**src/i2sc_pkg.sv**
```systemverilog
package i2sc_pkg;
    localparam logic [11:0] OFS_START = 12'h000;
    localparam logic [11:0] OFS_STOP = 12'h004;
    localparam logic [11:0] OFS_STATUS = 12'h10C;
    localparam logic [11:0] OFS_MASK = 12'h300;
    localparam logic [11:0] OFS_ENABLE = 12'h500;
    localparam logic [11:0] OFS_MODE = 12'h504;
    localparam logic [11:0] OFS_RECEIVE_ENABLE_BIT = 12'h508;
    localparam logic [11:0] OFS_TRANSMIT_ENABLE_BIT = 12'h50C;
    localparam logic [11:0] OFS_MASTER_CLOCK_GEN_ON = 12'h510;
    localparam logic [11:0] OFS_MASTER_CLOCK_FRACTION = 12'h514;
    localparam logic [11:0] OFS_RATIO = 12'h518;
    localparam logic [11:0] OFS_SAMPLE_BITS = 12'h51C;
    localparam logic [11:0] OFS_RXPTR = 12'h538;
    localparam logic [11:0] OFS_MAXCNT = 12'h550;
    localparam logic RST_TRANSMIT_ENABLE_BIT = 1'h1;
    localparam logic RST_MASTER_CLOCK_GEN_ON = 1'h1;
    localparam logic [31:0] RST_MASTER_CLOCK_FRACTION = 32'h20000000;
    localparam logic [31:0] MASTER_CLOCK_FRACTION_DIV2 = 32'h80000000;
    localparam logic [3:0] RST_RATIO = 4'h6;
    localparam logic [1:0] RST_SAMPLE_BITS = 2'h1;
    localparam int EV_RX = 0;
    localparam int EV_STOP = 1;
    localparam int EV_TX = 2;
    localparam int WORD_BITS = 16;
    localparam int CNT_W = 14;
    typedef enum logic {I2SC_IDLE = 1'b0, I2SC_RUN = 1'b1} i2sc_run_t;
    typedef struct packed {
        logic enable;
        logic mode;
        logic receive_enable_bit;
        logic transmit_enable_bit;
        logic master_clock_gen_on;
        logic [31:0] master_clock_fraction;
        logic [3:0] ratio;
        logic [1:0] sampleBits;
        logic [31:0] rxPtr;
        logic [CNT_W-1:0] maxCnt;
        logic [2:0] status;
        logic [2:0] mask;
        i2sc_run_t run;
        logic [31:0] acc;
        logic frame_select_clock;
        logic sck;
        logic [9:0] lrCnt;
        logic [4:0] sckCnt;
        logic sckPrev;
        logic lrckPrev;
        logic [WORD_BITS-1:0] rxShift;
        logic [WORD_BITS-1:0] rxWord;
        logic rxValid;
        logic [31:0] rxAddr;
        logic [31:0] rxBase;
        logic [CNT_W-1:0] rxCnt;
        logic [WORD_BITS-1:0] txShift;
        logic [CNT_W-1:0] txCnt;
        logic txTake;
    } i2sc_state_t;
    typedef struct packed {
        logic psel;
        logic penable;
        logic pwrite;
        logic [11:0] paddr;
        logic [31:0] pwdata;
    } i2sc_apb_req_t;
endpackage

```
**src/i2sc_core.sv**
```systemverilog
// Implementation choice: the APB interface to the registers.
`timescale 1ns/100ps
module i2sc_core
    import i2sc_pkg::*;
(
    input wire logic clk_sys,
    input wire logic sys_rst,
    input wire i2sc_apb_req_t apbReq,
    output logic [31:0] prdata,
    output logic pready,
    output logic pslverr,
    output logic irq,
    output logic mckOut,
    output logic mckOe,
    input wire logic sckIn,
    output logic sckOut,
    output logic sckOe,
    input wire logic lrckIn,
    output logic lrckOut,
    output logic lrckOe,
    input wire logic sdinIn,
    output logic sdoutOut,
    output logic sdoutOe,
    output logic rxWordValid,
    output logic [31:0] rxWordAddr,
    output logic [WORD_BITS-1:0] rxWordData,
    input wire logic [WORD_BITS-1:0] txWordData,
    output logic txWordTake
);
    i2sc_state_t s_reg;
    i2sc_state_t s_next;
    logic wrEn;
    logic rdEn;
    logic hit;
    logic [31:0] rdVal;
    logic [9:0] lrEdges;
    logic [4:0] sckHalf;
    logic [2:0] evSet;
    logic [2:0] evClr;
    logic mckEdge;
    logic [32:0] accSum;
    logic [33:0] accLook;
    logic [31:0] accNext;
    logic sckNow;
    logic lrckNow;
    logic sckRise;
    logic sckFall;
    logic lrEdge;
    logic active;

    // Zero-wait slave: every access completes in its first access cycle.
    assign pready = 1'b1;
    assign wrEn = apbReq.psel & apbReq.penable & apbReq.pwrite;
    assign rdEn = apbReq.psel & apbReq.penable & ~apbReq.pwrite;
    assign active = (s_reg.run == I2SC_RUN) & s_reg.enable;

    // Read mux; an unmapped offset reads zero and flags an error.
    always_comb begin
        hit = 1'b1;
        rdVal = 32'h00000000;
        case (apbReq.paddr)
            OFS_START, OFS_STOP: rdVal = 32'h00000000;
            OFS_STATUS: rdVal = {29'h00000000, s_reg.status};
            OFS_MASK: rdVal = {29'h00000000, s_reg.mask};
            OFS_ENABLE: rdVal = {31'h00000000, s_reg.enable};
            OFS_MODE: rdVal = {31'h00000000, s_reg.mode};
            OFS_RECEIVE_ENABLE_BIT: rdVal = {31'h00000000, s_reg.receive_enable_bit};
            OFS_TRANSMIT_ENABLE_BIT: rdVal = {31'h00000000, s_reg.transmit_enable_bit};
            OFS_MASTER_CLOCK_GEN_ON: rdVal = {31'h00000000, s_reg.master_clock_gen_on};
            OFS_MASTER_CLOCK_FRACTION: rdVal = s_reg.master_clock_fraction;
            OFS_RATIO: rdVal = {28'h0000000, s_reg.ratio};
            OFS_SAMPLE_BITS: rdVal = {30'h00000000, s_reg.sampleBits};
            OFS_RXPTR: rdVal = s_reg.rxPtr;
            OFS_MAXCNT: rdVal = {18'h00000, s_reg.maxCnt};
            default: hit = 1'b0;
        endcase
    end
    assign prdata = rdEn ? rdVal : 32'h00000000;
    assign pslverr = apbReq.psel & apbReq.penable & ~hit;

    // Frame clock half period in master clock edges; codes above 8 act as 512.
    always_comb begin
        case (s_reg.ratio)
            4'h0: lrEdges = 10'h020;
            4'h1: lrEdges = 10'h030;
            4'h2: lrEdges = 10'h040;
            4'h3: lrEdges = 10'h060;
            4'h4: lrEdges = 10'h080;
            4'h5: lrEdges = 10'h0C0;
            4'h6: lrEdges = 10'h100;
            4'h7: lrEdges = 10'h180;
            default: lrEdges = 10'h200;
        endcase
        // Sixteen bit clocks per half frame; the 48x ratio truncates its bit clock.
        sckHalf = (lrEdges[9:5] == 5'h00) ? 5'h01 : lrEdges[9:5];
    end

    // Master clock divider: the code is added each cycle and the period closes when the
    // next addition would pass 2^32, so every listed code gives a whole divisor of the source.
    // clk_sys stands in for the source, so code 0x80000000 toggles every cycle.
    // Odd divisors cannot be symmetric; the high phase is the shorter one.
    assign accSum = {1'b0, s_reg.acc} + {1'b0, s_reg.master_clock_fraction};
    assign accLook = {1'b0, accSum} + {2'b00, s_reg.master_clock_fraction};
    assign accNext = (accLook > 34'h100000000) ? 32'h00000000 : accSum[31:0];
    assign mckEdge = active & (accNext[31] != s_reg.acc[31]);

    // Bit and frame clocks come from inside in master mode, from pins in slave.
    assign sckNow = s_reg.mode ? sckIn : s_reg.sck;
    assign lrckNow = s_reg.mode ? lrckIn : s_reg.frame_select_clock;
    assign sckRise = sckNow & ~s_reg.sckPrev;
    assign sckFall = ~sckNow & s_reg.sckPrev;
    assign lrEdge = active & (lrckNow != s_reg.lrckPrev);

    // Whole next state; events are set here and the status merge lets set win.
    always_comb begin
        s_next = s_reg;
        evSet = 3'h0;
        evClr = 3'h0;
        s_next.rxValid = 1'b0;
        s_next.txTake = 1'b0;
        s_next.sckPrev = sckNow;
        s_next.lrckPrev = lrckNow;
        if (wrEn) begin
            case (apbReq.paddr)
                OFS_START: begin
                    if (apbReq.pwdata[0] && s_reg.enable) begin
                        s_next.run = I2SC_RUN;
                        s_next.acc = 32'h00000000;
                        s_next.lrCnt = 10'h000;
                        s_next.sckCnt = 5'h00;
                        s_next.frame_select_clock = 1'b0;
                        s_next.sck = 1'b0;
                        s_next.rxCnt = {CNT_W{1'b0}};
                        s_next.txCnt = {CNT_W{1'b0}};
                        s_next.rxBase = s_reg.rxPtr;
                        // In master mode the fresh clocks start low; forget the old levels so no false edge follows.
                        if (!s_reg.mode) begin
                            s_next.sckPrev = 1'b0;
                            s_next.lrckPrev = 1'b0;
                        end
                    end
                end
                OFS_STOP: begin
                    if (apbReq.pwdata[0]) begin
                        s_next.run = I2SC_IDLE;
                        evSet[EV_STOP] = 1'b1;
                    end
                end
                OFS_STATUS: evClr = apbReq.pwdata[2:0];
                OFS_MASK: s_next.mask = apbReq.pwdata[2:0];
                OFS_ENABLE: s_next.enable = apbReq.pwdata[0];
                OFS_MODE: s_next.mode = apbReq.pwdata[0];
                OFS_RECEIVE_ENABLE_BIT: s_next.receive_enable_bit = apbReq.pwdata[0];
                OFS_TRANSMIT_ENABLE_BIT: s_next.transmit_enable_bit = apbReq.pwdata[0];
                OFS_MASTER_CLOCK_GEN_ON: s_next.master_clock_gen_on = apbReq.pwdata[0];
                OFS_MASTER_CLOCK_FRACTION: s_next.master_clock_fraction = apbReq.pwdata;
                OFS_RATIO: s_next.ratio = apbReq.pwdata[3:0];
                OFS_SAMPLE_BITS: s_next.sampleBits = apbReq.pwdata[1:0];
                OFS_RXPTR: s_next.rxPtr = apbReq.pwdata;
                OFS_MAXCNT: s_next.maxCnt = apbReq.pwdata[CNT_W-1:0];
                default: s_next.run = s_reg.run;
            endcase
        end
        // Disabling the module drops transfer at once.
        if (!s_reg.enable) begin
            s_next.run = I2SC_IDLE;
        end
        // Master clock and the clocks derived from it advance only while running.
        if (active) begin
            s_next.acc = accNext;
        end
        if (mckEdge) begin
            if (s_reg.lrCnt == lrEdges - 10'h001) begin
                s_next.lrCnt = 10'h000;
                s_next.frame_select_clock = ~s_reg.frame_select_clock;
            end else begin
                s_next.lrCnt = s_reg.lrCnt + 10'h001;
            end
            if (s_reg.sckCnt == sckHalf - 5'h01) begin
                s_next.sckCnt = 5'h00;
                s_next.sck = ~s_reg.sck;
            end else begin
                s_next.sckCnt = s_reg.sckCnt + 5'h01;
            end
        end
        // Receive shifts on the bit clock rise and closes a word at each frame edge.
        if (active && s_reg.receive_enable_bit && sckRise) begin
            s_next.rxShift = {s_reg.rxShift[WORD_BITS-2:0], sdinIn};
        end
        if (lrEdge && s_reg.receive_enable_bit) begin
            s_next.rxValid = 1'b1;
            s_next.rxWord = s_reg.rxShift;
            s_next.rxAddr = s_reg.rxBase + {16'h0000, s_reg.rxCnt, 2'b00};
            if (s_reg.rxCnt + 14'h0001 >= s_reg.maxCnt) begin
                s_next.rxCnt = {CNT_W{1'b0}};
                s_next.rxBase = s_reg.rxPtr;
                evSet[EV_RX] = 1'b1;
            end else begin
                s_next.rxCnt = s_reg.rxCnt + 14'h0001;
            end
        end
        // Transmit loads a word at each frame edge and shifts on the bit clock fall.
        if (lrEdge && s_reg.transmit_enable_bit) begin
            s_next.txShift = txWordData;
            s_next.txTake = 1'b1;
            if (s_reg.txCnt + 14'h0001 >= s_reg.maxCnt) begin
                s_next.txCnt = {CNT_W{1'b0}};
                evSet[EV_TX] = 1'b1;
            end else begin
                s_next.txCnt = s_reg.txCnt + 14'h0001;
            end
        end else if (active && s_reg.transmit_enable_bit && sckFall) begin
            s_next.txShift = {s_reg.txShift[WORD_BITS-2:0], 1'b0};
        end
        s_next.status = (s_reg.status & ~evClr) | evSet;
    end

    // Single state register with documented reset values.
    always_ff @(posedge clk_sys) begin
        if (sys_rst) begin
            s_reg <= '0;
            s_reg.transmit_enable_bit <= RST_TRANSMIT_ENABLE_BIT;
            s_reg.master_clock_gen_on <= RST_MASTER_CLOCK_GEN_ON;
            s_reg.master_clock_fraction <= RST_MASTER_CLOCK_FRACTION;
            s_reg.ratio <= RST_RATIO;
            s_reg.sampleBits <= RST_SAMPLE_BITS;
        end else begin
            s_reg <= s_next;
        end
    end

    // Pins are owned by the block only while it is enabled; mck also needs master_clock_gen_on, sck and lrck need master mode.
    assign mckOe = s_reg.enable & s_reg.master_clock_gen_on;
    assign mckOut = active & s_reg.master_clock_gen_on & s_reg.acc[31];
    assign sckOe = s_reg.enable & ~s_reg.mode;
    assign lrckOe = s_reg.enable & ~s_reg.mode;
    assign sckOut = s_reg.sck;
    assign lrckOut = s_reg.frame_select_clock;
    assign sdoutOe = s_reg.enable;
    assign sdoutOut = s_reg.txShift[WORD_BITS-1];
    assign rxWordValid = s_reg.rxValid;
    assign rxWordAddr = s_reg.rxAddr;
    assign rxWordData = s_reg.rxWord;
    assign txWordTake = s_reg.txTake;
    // Level interrupt; it falls only once software clears or masks every source.
    assign irq = |(s_reg.status & s_reg.mask);
endmodule

```
**config.mk**
```make
export PLATFORM = sky130hd
export DESIGN_NAME = i2sc_core
export DESIGN_NICKNAME = d
export VERILOG_FILES = /design/src/i2sc_pkg.sv /design/src/i2sc_core.sv
export SDC_FILE = /design/constraint.sdc
export NUM_CORES = 1
export LEC_CHECK = 0
export ABC_AREA = 1
export BUFFER_PORTS_ARGS = -buffer_cell sky130_fd_sc_hd__buf_2
export CAP_MARGIN = 10
export CORE_ASPECT_RATIO = 0.5
export CORE_UTILIZATION = 62
export CTS_BUF_LIST = sky130_fd_sc_hd__clkbuf_8 sky130_fd_sc_hd__clkbuf_16
export DETAILED_ROUTE_END_ITERATION = 12
export HOLD_SLACK_MARGIN = 0.05
export PLACE_DENSITY_LB_ADDON = 0.3
export SLEW_MARGIN = 20
export SYNTH_ARGS = -nofsm -noshare
export SYNTH_HDL_FRONTEND = slang
export SYNTH_SLANG_ARGS = --single-unit
```
**constraint.sdc**
```tcl
create_clock -name clk_sys -period 10.9 [get_ports clk_sys]
set_clock_uncertainty 0.2 [all_clocks]
set_input_delay 2.18 -clock clk_sys [delete_from_list [all_inputs] [get_ports clk_sys]]
set_output_delay 2.18 -clock clk_sys [all_outputs]
set_load 0.05 [all_outputs]
```
# [Word-level counts from Yosys, hierarchy flattened]
# Memories as Yosys holds them, arrays and structs flattened. A register that Yosys moved wholly into a read port is not among the register bits.
# Cells that the tools add are included.
[word_totals] register_bits=289 romBits=40 output_inout_bits=93 wordCells=172 mem_count=1
[op_classes] addsub=9 n_lt_le_gt_ge=3 eq_ne=19 mux=44 bitwise_logic=25 reduce_logical=42
[mem_list] name="(name not given)" words=8 width=5 rd=1 rd_clocked_by_memory_dff=1 write_ports=0 line_no="i2sc_core.sv:83" text="case (s_reg.ratio)"
[ops] cell="$pmux W32 S12" n=1
[ops] cell="$mux W46" n=3
[ops] cell="$mux W32" n=4
[ops] cell="$eq A12 B11 Y1 const B" n=10
[ops] cell="$mux W51" n=2
[ops] cell="$mux W79" n=1
[ops] cell="$mux W14" n=5
[ops] cell="$mux W52" n=1
[ops] cell="$add A33 B32 Y34" n=1
[ops] cell="$gt A34 B33 Y1 const B" n=1
[ops] cell="$add A32 B32 Y33" n=1
[ops] cell="$add A32 B16 Y32" n=1
[ops] cell="$mux W16" n=2
[ops] cell="$add A14 B1 Y14 const B" n=2
[ops] cell="$ge A14 B14 Y1" n=2
[ops] cell="$reduce_bool A2 Y1" n=14
[ops] cell="$reduce_and A2 Y1" n=11
[ops] cell="$mux W10" n=2
[ops] cell="$mux W17" n=1
[ops] cell="$mux W15" n=1
[ops] cell="$reduce_or A14 Y1" n=1
[ops] cell="$and A1 B1 Y1" n=13
[ops] cell="$mux W1" n=13
[ops] cell="$eq A12 B10 Y1 const B" n=1
[ops] cell="other kinds (25)" n=48

# [Depth between registers and ports, before layout]
# Gate-level depths: netlist of the first run.
[depth] depth_word=8 mapped_depth=35 depth_no_buf=34

# [Least setup slack after synthesis of the first run]
# OpenSTA, ideal clock, no wires.
[synth_timing] kind="input-to-output" startpoint="in apbReq[33] in the netlist's numbering" endpoint="out pslverr" arrival_time_ns=4.419 required_ns=8.520 setup_slack_ns=4.101 cell_stages=10 n_path_buf=0 path_cell_list="nor2_1 > inv_1 > nor2_1 > inv_1 > nor2_1 > nand3_1 > inv_1 > a211oi_1 > nand3_1 > nor4_1"
[synth_between] elab_chain_len=5 elab_cells_between_ends=18 cone_classes="eq/ne: 13; mux: 1; bitwise: 2; reduce/logical: 2"
[synth_rtl] element="start: declaration" line_no="i2sc_core.sv:8" text="input wire i2sc_apb_req_t apbReq,"
[synth_rtl] element="$eq A12 B11 Y1, or another cell as far along" line_no="i2sc_core.sv:61" text="case (apbReq.paddr)"
[synth_rtl] element="$reduce_or A14 Y1 (no source line) (*)"
[synth_rtl] element="$mux W1 (*)" line_no="i2sc_core.sv:61"
[synth_rtl] element="$not A1 Y1 (*)" line_no="i2sc_core.sv:79" text="assign pslverr = apbReq.psel & apbReq.penable & ~hit;"
[synth_rtl] element="$and A1 B1 Y1 (*)" line_no="i2sc_core.sv:79"
[synth_rtl] element="end: declaration" line_no="i2sc_core.sv:11" text="output logic pslverr,"
# Mark *: on every way between the ends. The rest lies on a longest branch, timed or not.

# [Worst setup path in the final report of the first run]
[layout_timing] startpoint="in apbReq[40] in the netlist's numbering" endpoint="out prdata[0]"
[layout_between] elab_chain_len=3 elab_cells_between_ends=14 cone_classes="eq/ne: 12; mux: 2"
[layout_rtl] element="$eq A12 B11 Y1, or another cell as far along" line_no="i2sc_core.sv:61"
[layout_rtl] element="$pmux W32 S12 (*)" line_no="i2sc_core.sv:61"
[layout_rtl] element="$mux W32 (*)" line_no="i2sc_core.sv:78" text="assign prdata = rdEn ? rdVal : 32'h00000000;"
[layout_rtl] element="end: declaration" line_no="i2sc_core.sv:9" text="output logic [31:0] prdata,"
# Marked as above.

==> results_dict.tcl, run 1 <==
set metrics [dict create \
    cts_max_level 1 \
    r2r.worst_path.cells 33 \
    end_kind "output pin" \
    coreArea_mm2 0.02951 \
    yosysUniqueCellTypes 59 \
    layout-drive-gt1-share_pct 10.54 \
    path_class "in2out" \
    reg2reg_from "s_reg[252]" \
    setup_viol 0 \
    grt_max_degree 122 \
    ys_seq_area_share_pct 31.08 \
    syn_inst 2826 \
    post_cts_buffers 0 \
    route.detailed.wl_per_inst_um 16.70 \
    io_pins 161 \
    die_h_um 125.6 \
    fin_crit_sh_pct 68.83 \
    clockBufferDepth 3 \
    slew-limit-headroom_pct 22.01 \
    hp-class "reg2reg" \
    leakage_nw 9.601 \
    path_clk_slew_ps 70 \
    detail-route-antenna-nets 0 \
    synth_nets 3011 \
    grt-ovfl-total 0 \
    rows 44 \
    numPortBuffers 159 \
    synthAdderAreaFrac_pct 7.848 \
    drv_cap 0 \
    synth-edff-count 0 \
    required_ps 8520 \
    worst_slew_pin_slew_ps 1169 \
    r2r_slack_ps 4550 \
    clkSinkCount 294 \
    power.density_mw_per_mm2 102.6 \
    start_util_pct 64.18 \
    synth_flop_cell "dfxtp_1" \
    fillers 2572 \
    hold_buffers 0 \
    syn2layout_area_growth_pct 8.027 \
    muxShareOfSynthArea_pct 0.05285 \
    nets 3059 \
    grt_pass1_wl_mm 88.32 \
    hold_viol 0 \
    startpoint "apbReq[40]" \
    synth-async-reset-ratio_pct 0 \
    synth_top_area_cell "dfxtp_1" \
    die_w_um 249.2 \
    die-area_mm2 0.03129 \
    dpl_cell_area_mm2 0.01956 \
    finalInstanceArea_mm2 0.02046 \
    report.final.slew_viol_count 0 \
    cts-resized-gates 0 \
    num_vias 18730 \
    vias_per_cell 5.704 \
    worstSkewPairLatency_ps 570 \
    synth_compound_area_share_pct 17.81 \
    max_stage_delay_ps 550 \
    drc 0 \
    timing.rr.end "s_reg[191]" \
    antenna_found_initial 0 \
    setup-tns-final_ps 0 \
    firstDrtPassIters 6 \
    tritoncts "yes" \
    cts_buffers 26 \
    gp_congestion 1.003 \
    cp_slowest_cell "nor4_1" \
    synth_area_mm2 0.01894 \
    grt_pass1_vias 17190 \
    crit_arrival_ps 5120 \
    crit_path_end "prdata[0]" \
    yosys.area_share.simple_pct 27.61 \
    max_freq_mhz 133.3 \
    routed_wl_mm 54.84 \
    status "completed" \
    crit_path_start_kind "input pin" \
    ys_ff_latch 294 \
    crit_chain "buf_2 > inv_1 > nor2_1 > inv_1 > nor3_2 > inv_1 > nor4_1 > nor3_1 > nand3_1 > nand4_1 > buf_4 > a41oi_1 > buf_2" \
    period_minus_slack_ps 7502 \
    rsz0062_at_grt "no" \
    root_buffer "clkbuf_16" \
    cp_common_cell "inv_1" \
    synth_area_leaders "dfxtp_1, nand2_1, ha_1" \
    synth_top_cell_area_share_pct 31.08 \
    drtIter0Drc 1706 \
    largest_reg_flops 235 \
    synth_top_family_by_area "simple AND/OR/NAND/NOR gates" \
    synth.avg_cell_area_um2 6.702 \
    ys_warn_count 0 \
    cp_max_fo 22 \
    dpl.hpwl_mm 41.02 \
    worst_ir_drop_vdd_uv 84.16 \
    synth_xor_area_share_pct 4.254 \
    antenna_cells 0 \
    grtUsageTotal_pct 34.53 \
]
==> kinds of logic (layout without fill, tap and decap cells) <==
group / count (synthesis) / in the layout
mux: 1 / 1
fa+ha+maj: 117 / 117
compound gates: 596 / 596
buf+inv: 514 / 581
flops: 294 / 294
simple gates: 1211 / 1211
other cells: 1 / 1
xor+xnor: 92 / 92
==> routing by layer <==
layer	wire length [um]	track usage (%)	up-vias
met5	0	0	-
met4	1332	8.606	0
met3	4638	4.872	104
met2	23800	55.21	735
met1	25080	48.98	8553
li1	-	-	9339
==> cells in the final DEF (no fill, tap or decap), types with 6 or more instances in the layout <==
cell and n:
a211oi_1 18, a21o_1 9, a21oi_1 238, a21oi_2 12, a221oi_1 6, a22oi_1 23, a31oi_1 21, buf_2 158
buf_4 12, clkbuf_16 26, clkbuf_8 6, dfxtp_1 294, ha_1 114, inv_1 355, inv_2 8, nand2_1 583
nand2_2 16, nand3_1 112, nand3_2 15, nand3b_1 8, nand4_1 39, nor2_1 325, nor2_2 15, nor3_1 61
nor3_2 6, nor4_1 8, o211ai_1 17, o21ai_0 195, o21ai_1 7, o21bai_1 7, o221ai_1 8, o22ai_1 18
xnor2_1 36, xor2_1 56
==> how the worst min path moves through the flow <==
stage | to | startpoint | cells after the start | slack [ps]
after floorplan | s_reg[247] | s_reg[247] | 2 | 220
after global routing | s_reg[182] | s_reg[182] | 2 | 290
after CTS | s_reg[190] | s_reg[190] | 2 | 270
final | s_reg[180] | s_reg[180] | 2 | 270
after global placement | s_reg[172] | s_reg[172] | 2 | 260
after detailed placement | s_reg[170] | s_reg[170] | 2 | 260
==> cell usage after synthesis (all sizes together) (2+ instances only) <==
master,number
nand2,601
inv,359
nor2,344
dfxtp,294
a21oi,250
o21ai,204
nand3,128
ha,114
clkbuf,85
nor3,67
buf,65
xor2,56
nand4,40
xnor2,36
a22oi,23
a31oi,21
a211oi,18
o22ai,18
o211ai,17
nor4,10
a21o,9
nand3b,8
o221ai,8
o21bai,7
a221oi,6
and2,6
clkinv,5
o31ai,5
or2,5
fa,3
o21a,3
a32o,2
a41oi,2
==> power breakdown <==
group	total [W]	switching, W	internal, W
logic	0.0000499	0.0000362	0.0000137
clock network	0.000976	0.000444	0.000531
registers	0.00107	0.0000000261	0.00107
==> metrics by stage <==
stage | utilization, % | hold slack (ps) | cells | worst slack (ps) | power [W]
finish | 69.34 | 274.7 | 3284 | 3398 | 0.002099
global placement | 66.27 | 258.1 | 3237 | 3243 | 0.001147
detailed placement | 66.27 | 260.8 | 3237 | 3224 | 0.001147
CTS | 69.31 | 273.4 | 3284 | 3218 | 0.002105
floorplan | - | 223.6 | 2826 | 4101 | 0.001123
global route | 69.34 | 294.9 | 3284 | 3102 | 0.002156
==> worst max-delay path: cells and delay by family <==
family / cells / cell delay, ps
AND/OR/NAND/NOR: 6 / 1600
AO/OA/AOI/OAI: 1 / 260
buffers and inverters: 6 / 1080
==> final cells by class <==
class                           instances  area, um^2  area share [%]
Multi-Input combinational cell       2018       10940           53.47
Tap cell                              391       489.2           2.391
Clock buffer                           32       733.2           3.584
Sequential cell                       294        5886           28.77
Timing Repair Buffer                  170       880.8           4.305
Clock inverter                         15       162.7          0.7950
Inverter                              364        1369           6.690
No activity file was read; power rests on OpenSTA's default activity.
==> inputs of run 2 (changes only) <==
--- a/config.mk
+++ b/config.mk
@@ -9,7 +9,7 @@
 export BUFFER_PORTS_ARGS = -buffer_cell sky130_fd_sc_hd__buf_2
 export CAP_MARGIN = 10
 export CORE_ASPECT_RATIO = 0.5
-export CORE_UTILIZATION = 62
+export CORE_UTILIZATION = 55
 export CTS_BUF_LIST = sky130_fd_sc_hd__clkbuf_8 sky130_fd_sc_hd__clkbuf_16
 export DETAILED_ROUTE_END_ITERATION = 12
 export HOLD_SLACK_MARGIN = 0.05
==> constraint.sdc (replaced) <==
create_clock -name clk_sys -period 6.55 [get_ports clk_sys]
set_clock_uncertainty 0.2 [all_clocks]
set_input_delay 1.31 -clock clk_sys [delete_from_list [all_inputs] [get_ports clk_sys]]
set_output_delay 1.31 -clock clk_sys [all_outputs]
set_load 0.05 [all_outputs]
==> run 2 against run 1 <==
Against the previous run:
- power increased by 74%
- register-to-register slack got worse by 3700 ps
- wire length rose by 0.93%
- die area increased by 13%
- via count shrank 0.68%
- final area increased by 1.1%
- hold slack got worse by 1.9 ps
- global-route usage shrank 3.7 points
- cell count increased by 1.8%
- combinational power rose by 73%
==> results_dict.tcl, run 2 (same netlist as run 1, synthesis figures left out) <==
set metrics [dict create \
    status "completed" \
    vias_per_cell 5.563 \
    period_minus_slack_ps 5701 \
    worstSkewPairLatency_ps 580 \
    final_common_cell "nand2_1" \
    drc 0 \
    antenna_cells 0 \
    root_buffer "clkbuf_16" \
    report.final.slew_viol_count 0 \
    grt_pass1_vias 16850 \
    syn2layout_area_growth_pct 9.202 \
    tritoncts "yes" \
    p_clk_share_pct 48.8 \
    p_int_w 0.002858 \
    io_pins 161 \
    gp_congestion 1.010 \
    setup-tns-final_ps 0 \
    post_cts_buffers 0 \
    fin_crit_sh_pct 87.04 \
    rows 47 \
    hold_viol 0 \
    die_h_um 133.2 \
    drtIter0Drc 1643 \
    worst_slew_pin_slew_ps 1018 \
    seqPwrFrac_pct 48.8 \
    crit_path_start_kind "flip-flop" \
    clkSinkCount 294 \
    grt_pass1_wl_mm 87.88 \
    grt_max_degree 119 \
    nets 3067 \
    num_vias 18600 \
    antenna_found_initial 0 \
    fillers 3194 \
    drv_cap 0 \
    end_kind "flip-flop" \
    hold_buffers 0 \
    start_util_pct 56.60 \
    worst_ir_drop_vdd_uv 191.1 \
    switching_share_pct 21.92 \
    leakage_nw 9.689 \
    slew-limit-headroom_pct 31.86 \
    postLayoutCoreUtil_pct 61.81 \
    path_clk_slew_ps 70 \
    power.switching_w 0.0008026 \
    route.detailed.wl_per_inst_um 16.55 \
    cts_buffers 28 \
    layout-drive-gt1-share_pct 10.82 \
    hold_slack_ps 272.8 \
    layout_common_cells "nand2_1, inv_1, nor2_1, dfxtp_1, a21oi_1" \
    grtUsageTotal_pct 30.81 \
    die_w_um 264.4 \
    cp_common_cell "nand2_1" \
    numPortBuffers 159 \
    dpl.hpwl_mm 41.50 \
    cpLargestDelayFamily "simple AND/OR/NAND/NOR gates" \
    cp_max_fo 18 \
    hp-class "reg2reg" \
    largest_reg_flops 235 \
    crit_arrival_ps 5980 \
    max_stage_delay_ps 420 \
    cts_max_level 1 \
    required_ps 6830 \
    path_class "reg2reg" \
    cp_slowest_cell "fa_1" \
    grt-ovfl-total 0 \
    max_freq_mhz 175.4 \
    crit_buf_inv 2 \
    detail-route-antenna-nets 0 \
    coreArea_mm2 0.03346 \
    rsz0062_at_grt "no" \
    setup_viol 0 \
    firstDrtPassIters 5 \
    power_frac_comb_pct 2.4 \
    die-area_mm2 0.03523 \
    cts-resized-gates 0 \
    routed_wl_mm 55.35 \
    clockBufferDepth 3 \
    power.density_mw_per_mm2 177.0 \
]
-- run 2: cell count changes in the layout (fill, tap and decap cells not counted), moves of 2 or more --
cell	delta
buf_4	+6
bufinv_16	+3
clkbuf_16	+2
clkinv_2	+2
inv_6	-3
-- run 2: path summary, 6_finish.rpt --
check               end       start  depth (start not counted)  slack (ps)
min          s_reg[165]  s_reg[165]                          2         270
max reg2reg  s_reg[146]  s_reg[252]                         33         850
max          s_reg[146]  s_reg[252]                         33         850
min reg2reg  s_reg[165]  s_reg[165]                          2         270
-- run 2: metal layers --
metal,share of wire [%],vias up,global-route usage (%)
met5,0,-,0
met1,46,8552,42.94
met3,7.8,93,5.231
met4,2.5,0,8.301
met2,44,603,49.21
li1,-,9355,-
-- run 2: metrics by stage --
step | power [W] | setup slack (ps) | instances | instance area [um^2]
4_1_cts | 0.003676 | 969.5 | 3344 | 20680
3_5_place_dp | 0.001912 | 983.9 | 3293 | 19660
6_report | 0.003661 | 849.1 | 3344 | 20680
2_1_floorplan | 0.001869 | 1491 | 2826 | 18940
5_1_grt | 0.003764 | 445.4 | 3344 | 20680
3_3_place_gp | 0.001912 | 1101 | 3293 | 19660
-- run 2: worst reg2reg max path, delay by kind of cell, from the launching register on --
family          cells  cell delay [ps]
buf+inv             2              110
compound gates      7             1450
flops               1              410
simple gates       20             2290
fa+ha+maj           3              970
xor+xnor            1              210
-- run 2: cell type report --
| cell class | instances | area, um^2 | share of cell area, % |
|---|---|---|---|
| Tap cell | 441 | 551.8 | 2.668 |
| Clock buffer | 34 | 783.3 | 3.787 |
| Clock inverter | 17 | 235.2 | 1.137 |
| Multi-Input combinational cell | 2018 | 10930 | 52.86 |
| Timing Repair Buffer | 176 | 925.9 | 4.477 |
| Sequential cell | 294 | 5886 | 28.46 |
| Inverter | 364 | 1369 | 6.618 |
-- run 2: power by group through the flow --
stage | sequential (W) | clock, W | combinational [W]
5_1_grt | 0.00179 | 0.00189 | 0.0000931
3_3_place_gp | 0.00183 | 0 | 0.0000842
4_1_cts | 0.00179 | 0.00180 | 0.0000845
3_5_place_dp | 0.00183 | 0 | 0.0000843
6_report | 0.00179 | 0.00179 | 0.0000865
2_1_floorplan | 0.00183 | 0 | 0.0000417
